`config.mk`:
```
export PLATFORM = sky130hd
export DESIGN_NAME = cpm_clock_path
export DESIGN_NICKNAME = d
export VERILOG_FILES = /design/src/hdl/cpm_avalon_slave.v /design/src/hdl/cpm_clock_path.v
export VERILOG_INCLUDE_DIRS = /design/src /design/src/hdl
export SDC_FILE = /design/constraint.sdc
export NUM_CORES = 1
export LEC_CHECK = 0
export ABC_AREA = 1
export ABC_CLOCK_PERIOD_IN_PS = 1800
export BUFFER_PORTS_ARGS = -buffer_cell sky130_fd_sc_hd__buf_2
export CORE_UTILIZATION = 26
export DETAILED_ROUTE_END_ITERATION = 7
export GPL_TIMING_DRIVEN = 0
export HOLD_SLACK_MARGIN = 0.06
export PLACE_DENSITY = 0.51
export SLEW_MARGIN = 0
export SYNTH_ARGS = -nofsm -noshare
export SYNTH_HDL_FRONTEND = slang
export SYNTH_SLANG_ARGS = --single-unit
export TNS_END_PERCENT = 1
```
`constraint.sdc`:
```
create_clock -name clock -period 1.8 [get_ports clock]
set_clock_uncertainty 0.05 [all_clocks]
set_input_delay 0.36 -clock clock [delete_from_list [all_inputs] [get_ports clock]]
set_output_delay 0.36 -clock clock [all_outputs]
set_load 0.02 [all_outputs]
```
`src/hdl/cpm_defines.vh`:
```
// Register map, field positions, reset values and codes of the clock path block
`ifndef CPM_DEFINES_VH
`define CPM_DEFINES_VH

// ************************************************************
// Register indices (byte address is four times the index)
// ************************************************************
`define CPM_IDX_PLL_CTRL       10'h010
`define CPM_IDX_CAL_CTRL       10'h018
`define CPM_IDX_DIV_SEL        10'h1E0
`define CPM_IDX_SRC_SEL        10'h1E1
`define CPM_IDX_UPDATE         10'h232
`define CPM_IDX_STATUS         10'h233

// ************************************************************
// Field positions
// ************************************************************
`define CPM_PLL_PWR_MSB        1
`define CPM_PLL_PWR_LSB        0
`define CPM_PLL_POL_BIT        7
`define CPM_CAL_BIT            0
`define CPM_DIV_MSB            2
`define CPM_DIV_LSB            0
`define CPM_BYP_BIT            0
`define CPM_SRC_BIT            1
`define CPM_UPD_BIT            0

// ************************************************************
// Codes and reset values
// ************************************************************
`define CPM_PWR_RUN            2'h0
`define CPM_PWR_DOWN           2'h1
`define CPM_RST_PLL_CTRL       8'h01
`define CPM_RST_CAL_CTRL       8'h00
`define CPM_RST_DIV_SEL        8'h02
`define CPM_RST_SRC_SEL        8'h00
`define CPM_RST_RATIO          3'h4
`define CPM_DIV_CODE_MAX       3'h4
`define CPM_DIV_OFFSET         3'h2
`define CPM_UPD_VALUE          8'h01

`endif

```
`src/hdl/cpm_avalon_slave.v`:
```
// Avalon-MM slave front end: decode and one-cycle waitrequest handshake
`timescale 1ns/100ps
module cpm_avalon_slave (
    input  wire        clock,
    input  wire        sys_rst,
    input  wire [11:0] avs_address,
    input  wire        avs_read,
    input  wire        avs_write,
    input  wire [3:0]  avs_byteenable,
    input  wire [31:0] avs_writedata,
    output reg  [31:0] avs_readdata,
    output reg         avs_waitrequest,
    input  wire [31:0] rd_word,
    output wire [9:0]  acc_index,
    output wire        wr_pulse,
    output wire        rd_pulse
);

// ************************************************************
// Each access waits one cycle, then completes
// ************************************************************
reg done_reg;

assign acc_index = avs_address[11:2];
assign wr_pulse  = avs_write & done_reg & avs_byteenable[0];
assign rd_pulse  = avs_read & done_reg;

always @(posedge clock) begin
    if (sys_rst) begin
        done_reg        <= 1'b0;
        avs_waitrequest <= 1'b1;
        avs_readdata    <= 32'h0000_0000;
    end else begin
        // Waitrequest falls in the cycle after the request is seen
        if ((avs_read | avs_write) & ~done_reg) begin
            done_reg        <= 1'b1;
            avs_waitrequest <= 1'b0;
            avs_readdata    <= rd_word;
        end else begin
            done_reg        <= 1'b0;
            avs_waitrequest <= 1'b1;
        end
    end
end

endmodule

```
`src/hdl/cpm_clock_path.v`:
```
// Clock path mode configuration: staged registers, update strobe, active path controls
//
// Chosen here: the Avalon-MM slave port.
`timescale 1ns/100ps
`include "cpm_defines.vh"

// Notes on behaviour
// - Power code 01b powers the loop down through a registered output and 00b runs it.
// - After reset the loop is down, divide by four is used and the external input is the source.
// - The divider field picks ratio two to six, and code 010b gives four.
// - Bypass clear feeds distribution through the divider, set routes the source around it.
// - Source select clear picks the external input, set picks the internal oscillator.
// - Polarity bit zero means positive tuning slope and one means negative slope.
// - Written values stay staged until 0x01 is written to the update register.
// - With the external input selected, the internal oscillator stays powered down.
module cpm_clock_path (
    input  wire        clock,
    input  wire        sys_rst,
    input  wire [11:0] avs_address,
    input  wire        avs_read,
    input  wire        avs_write,
    input  wire [3:0]  avs_byteenable,
    input  wire [31:0] avs_writedata,
    output wire [31:0] avs_readdata,
    output wire        avs_waitrequest,
    output reg         pll_power_down,
    output reg         pfd_polarity_neg,
    output reg  [2:0]  osc_div_ratio,
    output reg         div_bypass,
    output reg         src_internal_osc,
    output reg         osc_power_down,
    output reg         cal_run,
    output reg         cal_reset
);

// ************************************************************
// Staged and active register sets
// ************************************************************
reg  [7:0]  pll_ctrl_reg;
reg  [7:0]  cal_ctrl_reg;
reg  [7:0]  div_sel_reg;
reg  [7:0]  src_sel_reg;
reg  [7:0]  act_pll_reg;
reg  [7:0]  act_cal_reg;
reg  [7:0]  act_div_reg;
reg  [7:0]  act_src_reg;
reg         upd_pending_reg;
reg  [31:0] rd_word;
wire [9:0]  acc_index;
wire        wr_pulse;
wire        rd_pulse;
wire [7:0]  wbyte;
wire        do_update;
wire        upd_hit;
wire [7:0]  status_byte;

assign wbyte       = avs_writedata[7:0];
assign upd_hit     = (acc_index == `CPM_IDX_UPDATE);
assign do_update   = wr_pulse & upd_hit & (wbyte == `CPM_UPD_VALUE);
// Status shows the active copy, so software can tell staged from applied
assign status_byte = {act_src_reg[1:0], act_div_reg[2:0],
                      act_cal_reg[0], act_pll_reg[7], act_pll_reg[0]};

cpm_avalon_slave u_bus (
    .clock           (clock),
    .sys_rst         (sys_rst),
    .avs_address     (avs_address),
    .avs_read        (avs_read),
    .avs_write       (avs_write),
    .avs_byteenable  (avs_byteenable),
    .avs_writedata   (avs_writedata),
    .avs_readdata    (avs_readdata),
    .avs_waitrequest (avs_waitrequest),
    .rd_word         (rd_word),
    .acc_index       (acc_index),
    .wr_pulse        (wr_pulse),
    .rd_pulse        ()
);

// ************************************************************
// Staging writes
// ************************************************************
always @(posedge clock) begin
    if (sys_rst) begin
        pll_ctrl_reg <= `CPM_RST_PLL_CTRL;
        cal_ctrl_reg <= `CPM_RST_CAL_CTRL;
        div_sel_reg  <= `CPM_RST_DIV_SEL;
        src_sel_reg  <= `CPM_RST_SRC_SEL;
    end else if (wr_pulse) begin
        case (acc_index)
            `CPM_IDX_PLL_CTRL: begin
                pll_ctrl_reg <= wbyte;
            end
            `CPM_IDX_CAL_CTRL: begin
                cal_ctrl_reg <= wbyte;
            end
            `CPM_IDX_DIV_SEL: begin
                div_sel_reg  <= wbyte;
            end
            `CPM_IDX_SRC_SEL: begin
                src_sel_reg  <= wbyte;
            end
            default: ;
        endcase
    end
end

// ************************************************************
// Transfer to active settings on the update strobe
// ************************************************************
// The pending bit is visible for exactly one cycle; a read first seen in that
// cycle latches it since the bus samples read data on its first edge, so it reads one.
always @(posedge clock) begin
    if (sys_rst) begin
        act_pll_reg     <= `CPM_RST_PLL_CTRL;
        act_cal_reg     <= `CPM_RST_CAL_CTRL;
        act_div_reg     <= `CPM_RST_DIV_SEL;
        act_src_reg     <= `CPM_RST_SRC_SEL;
        upd_pending_reg <= 1'b0;
    end else begin
        upd_pending_reg <= do_update;
        if (upd_pending_reg) begin
            act_pll_reg <= pll_ctrl_reg;
            act_cal_reg <= cal_ctrl_reg;
            act_div_reg <= div_sel_reg;
            act_src_reg <= src_sel_reg;
        end
    end
end

// ************************************************************
// Read mux
// ************************************************************
always @* begin
    case (acc_index)
        `CPM_IDX_PLL_CTRL: begin
            rd_word = {24'h000000, pll_ctrl_reg};
        end
        `CPM_IDX_CAL_CTRL: begin
            rd_word = {24'h000000, cal_ctrl_reg};
        end
        `CPM_IDX_DIV_SEL: begin
            rd_word = {24'h000000, div_sel_reg};
        end
        `CPM_IDX_SRC_SEL: begin
            rd_word = {24'h000000, src_sel_reg};
        end
        `CPM_IDX_UPDATE: begin
            rd_word = {31'h00000000, upd_pending_reg};
        end
        `CPM_IDX_STATUS: begin
            rd_word = {24'h000000, status_byte};
        end
        default: begin
            rd_word = 32'h0000_0000;
        end
    endcase
end

// ************************************************************
// Next values of the path controls
// ************************************************************
wire [1:0]  pwr_code;
wire [2:0]  div_code;
wire        div_code_ok;
reg         pll_power_down_next;
reg         pfd_polarity_neg_next;
reg  [2:0]  osc_div_ratio_next;
reg         div_bypass_next;
reg         src_internal_osc_next;
reg         osc_power_down_next;
reg         cal_run_next;
reg         cal_reset_next;

assign pwr_code    = act_pll_reg[`CPM_PLL_PWR_MSB:`CPM_PLL_PWR_LSB];
assign div_code    = act_div_reg[`CPM_DIV_MSB:`CPM_DIV_LSB];
assign div_code_ok = (div_code <= `CPM_DIV_CODE_MAX);

always @* begin
    // Codes other than run leave the loop off, the safe choice
    pll_power_down_next   = (pwr_code != `CPM_PWR_RUN);
    pfd_polarity_neg_next = act_pll_reg[`CPM_PLL_POL_BIT];
    // Out-of-range codes hold the previous ratio rather than a bogus one
    osc_div_ratio_next    = osc_div_ratio;
    if (div_code_ok) begin
        osc_div_ratio_next = div_code + `CPM_DIV_OFFSET;
    end
    div_bypass_next       = act_src_reg[`CPM_BYP_BIT];
    src_internal_osc_next = act_src_reg[`CPM_SRC_BIT];
    // The oscillator draws no power while the external input feeds the path
    osc_power_down_next   = ~act_src_reg[`CPM_SRC_BIT];
    // A run request without the oscillator selected would calibrate nothing
    cal_run_next          = act_cal_reg[`CPM_CAL_BIT] & act_src_reg[`CPM_SRC_BIT];
    cal_reset_next        = ~act_cal_reg[`CPM_CAL_BIT];
end

// ************************************************************
// Active path controls, all registered
// ************************************************************
always @(posedge clock) begin
    if (sys_rst) begin
        pll_power_down   <= 1'b1;
        pfd_polarity_neg <= 1'b0;
        osc_div_ratio    <= `CPM_RST_RATIO;
        div_bypass       <= 1'b0;
        src_internal_osc <= 1'b0;
        osc_power_down   <= 1'b1;
        cal_run          <= 1'b0;
        cal_reset        <= 1'b1;
    end else begin
        pll_power_down   <= pll_power_down_next;
        pfd_polarity_neg <= pfd_polarity_neg_next;
        osc_div_ratio    <= osc_div_ratio_next;
        div_bypass       <= div_bypass_next;
        src_internal_osc <= src_internal_osc_next;
        osc_power_down   <= osc_power_down_next;
        cal_run          <= cal_run_next;
        cal_reset        <= cal_reset_next;
    end
end

endmodule

```
==> impl_metrics.csv <==
group,metric,value,unit
detailed_routing,drt_first_pass_iters,8,
sta,slew_headroom,60.89,%
outcome,violations,"DRC",
clocking,insertion_delay,330,ps
sta,rsz0062_at_grt,"false",
worst_setup_path,crit_buf_inv,2,
logic_synthesis,synth_top_cell_area_share,39.55,%
die,die_x,111.9,um
die,num_rows,39,
power_and_ir_drop,power.density,831.5,nW/um2
logic_synthesis,synth_area,3138,um2
global_route,antenna_found_initial,0,
power_and_ir_drop,total_power,3.220,mW
finish,drive_above_1_share,25.67,%
sta,drv_slew,0,
placed_design,hpwl,6354,um
finish,fin_util,33.34,%
worst_setup_path,crit_path_max_fanout,10,
clocking,post_cts_resized,0,
placed_design,dpl.cell_count,614,
sta,fmax,635.3,MHz
clocking,post_cts_buffers,0,
logic_synthesis,synthArstFlopShare,0,%
logic_synthesis,avgSynthCellArea,7.691,um2
global_route,grtUsageTotal,14.41,%
global_route,grt_first_pass_wirelength,13590,um
clocking,cts_hold_buf,0,
die,dieArea,12510,um2
detailed_routing,via_per_inst,4.368,
global_route,grt_max_degree,11,
worst_setup_path,worst-path-stages,6,
logic_synthesis,synth_cells,408,
worst_setup_path,slowest_stage,"dfxtp_1",
logic_synthesis,synth_area_leader_cell,"dfxtp_1",
worst_setup_path,crit_path_end_kind,"flip-flop",
sta,setup_viol,0,
logic_synthesis,synth_edf_count,0,
sta,timing.final.ws_setup,225.9,ps
worst_setup_path,slowest_delay,340,ps
flow_run,cap_violations,0,
finish,nets,534,
min_path,min_path_cells,3,
worst_setup_path,rr_worst_depth,6,
global_route,grt_pass1_vias,2611,
detailed_routing,wl_per_cell,13.49,um
worst_setup_path,worstPathCellList,"nand3_2, inv_1, nand4_2, buf_6, o21ai_0, a21oi_1",
finish,final_area,3872,um2
clocking,clockBufferDepth,2,
finish,antenna_cells,0,
power_and_ir_drop,power.leakage,1.857,nW
finish,final_cell_count_no_fill,630,
sta,hold_viol,0,
sta,fin_crit,1574,ps
clocking,cts_root_buf,"clkbuf_16",
clocking,clkTransAtPathRegs,50,ps
finish,syn_to_final_growth,23.40,%
worst_setup_path,cp-start-kind,"flip-flop",
sta,tightest_slew,586.7,ps
detailed_routing,wl,8497,um
clocking,htree_levels,3,
worst_setup_path,crit_type,"reg2reg",
detailed_routing,drc_errors,5,
logic_synthesis,yosys-top-cells-area,"dfxtp_1 40%, nand2_1 7.8%, inv_1 6.5%",
outcome,status,"finished with violations",
min_path,hold_path_class,"in2reg",
placed_design,post-place-ws,84.59,ps
clocking,cts_tree,"done",
sta,holdWs,273.7,ps
logic_synthesis,synth.ff_latch_count,62,
power_and_ir_drop,vdd.ir_drop.worst,0.4912,mV
worst_setup_path,worstPathArrival,1740,ps
die,ioPinCount,95,
logic_synthesis,synth.distinct_cells,32,
detailed_routing,num_vias,2752,
placed_design,place_congestion,0.8505,
placed_design,place_area,3603,um2
die,coreArea,11610,um2
clocking,numCtsBuffers,9,
worst_setup_path,cp_top_family,"buffers and inverters",
sta,finalSetupTns,0,ps
logic_synthesis,synth_warnings,0,
logic_synthesis,synth_flop_cell,"dfxtp_1",
detailed_routing,ant_nets,0,
sta,finalCritPeriodShare,87.45,%
logic_synthesis,seq_area_frac_synth,39.55,%
worst_setup_path,cp.required,1970,ps
placed_design,port_buffers,40,
global_route,grt_overflow,0,
die,start_util,27.02,%
clocking,cts.sink_count,62,
detailed_routing,drtIter0Drc,181,
die,die_h,111.9,um
[placed cells by master (no fill, tap or decap), types with 3 or more instances in the layout]
cell type / n
clkinv_2: 3
nand3_2: 4
nand4_1: 19
a21oi_1: 34
buf_6: 4
inv_1: 54
nand2_4: 4
nand2_1: 65
buf_4: 24
conb_1: 24
o21ai_2: 3
inv_2: 3
o21ai_1: 5
dfxtp_1: 62
nand3_1: 16
buf_2: 42
nor2_1: 35
nor2_4: 8
nor2_2: 4
nand3_4: 3
clkbuf_16: 9
o21ai_0: 37
nor2_8: 5
clkbuf_1: 6
[final timing paths]
path / startpoint / to / slack, ps
worst min register to register: act_pll_reg[7] / pfd_polarity_neg / 390
worst max register to register: u_bus.done_reg / div_sel_reg[6] / 230
worst max-delay path: u_bus.done_reg / div_sel_reg[6] / 230
worst min-delay path: avs_writedata[5] / div_sel_reg[5] / 270
[logic make-up (layout without fill, tap and decap cells)]
logic type      count (synthesis)  in the layout  synth area share (%)
simple gates                  168            168                 30.78
flops                          62             62                 39.55
other cells                     1             24                0.1195
compound gates                 84             84                 14.35
buf+inv                        93            149                 15.19
[worst register-to-register path: stages (launching register included)]
cell	delay, ps
dfxtp_1	340
nand3_2	180
inv_1	260
nand4_2	220
buf_6	210
o21ai_0	140
a21oi_1	50
[per-layer routing]
layer	global-route usage [%]	routed length, um	up-vias
li1	-	-	1429
met1	17.64	3911	1232
met2	23.81	4003	78
met3	4.246	457	13
met4	5.405	124	0
met5	0	0	-
[area by class of cell]
type	count	area, um2
clock buffer	12	246.5
clock inverter	4	22.52
multi-input combinational	276	1506
timing repair buffer	40	200.2
tap	143	178.9
sequential	62	1241
fill	1258	7741
buffer	34	250.2
inverter	59	226.5
[power by group]
part / switching [mW] / leakage [nW] / internal [mW]
logic: 0.188 / 1.22 / 0.0868
clock network: 0.605 / 0.132 / 0.961
registers: 0.00160 / 0.500 / 1.38
[cell usage after synthesis, types with 3 or more instances]
master	number
inv_1	54
nand3_1	16
nand2_1	65
nand2_4	4
nor2_1	35
o21ai_2	3
nand4_1	19
nor2_4	8
a21oi_1	34
inv_2	3
nor2_8	5
buf_4	24
nor2_2	4
clkbuf_1	4
nand3_4	3
buf_6	4
dfxtp_1	62
o21ai_0	37
o21ai_1	5
nand3_2	4
(Power assumes the default switching activity.)
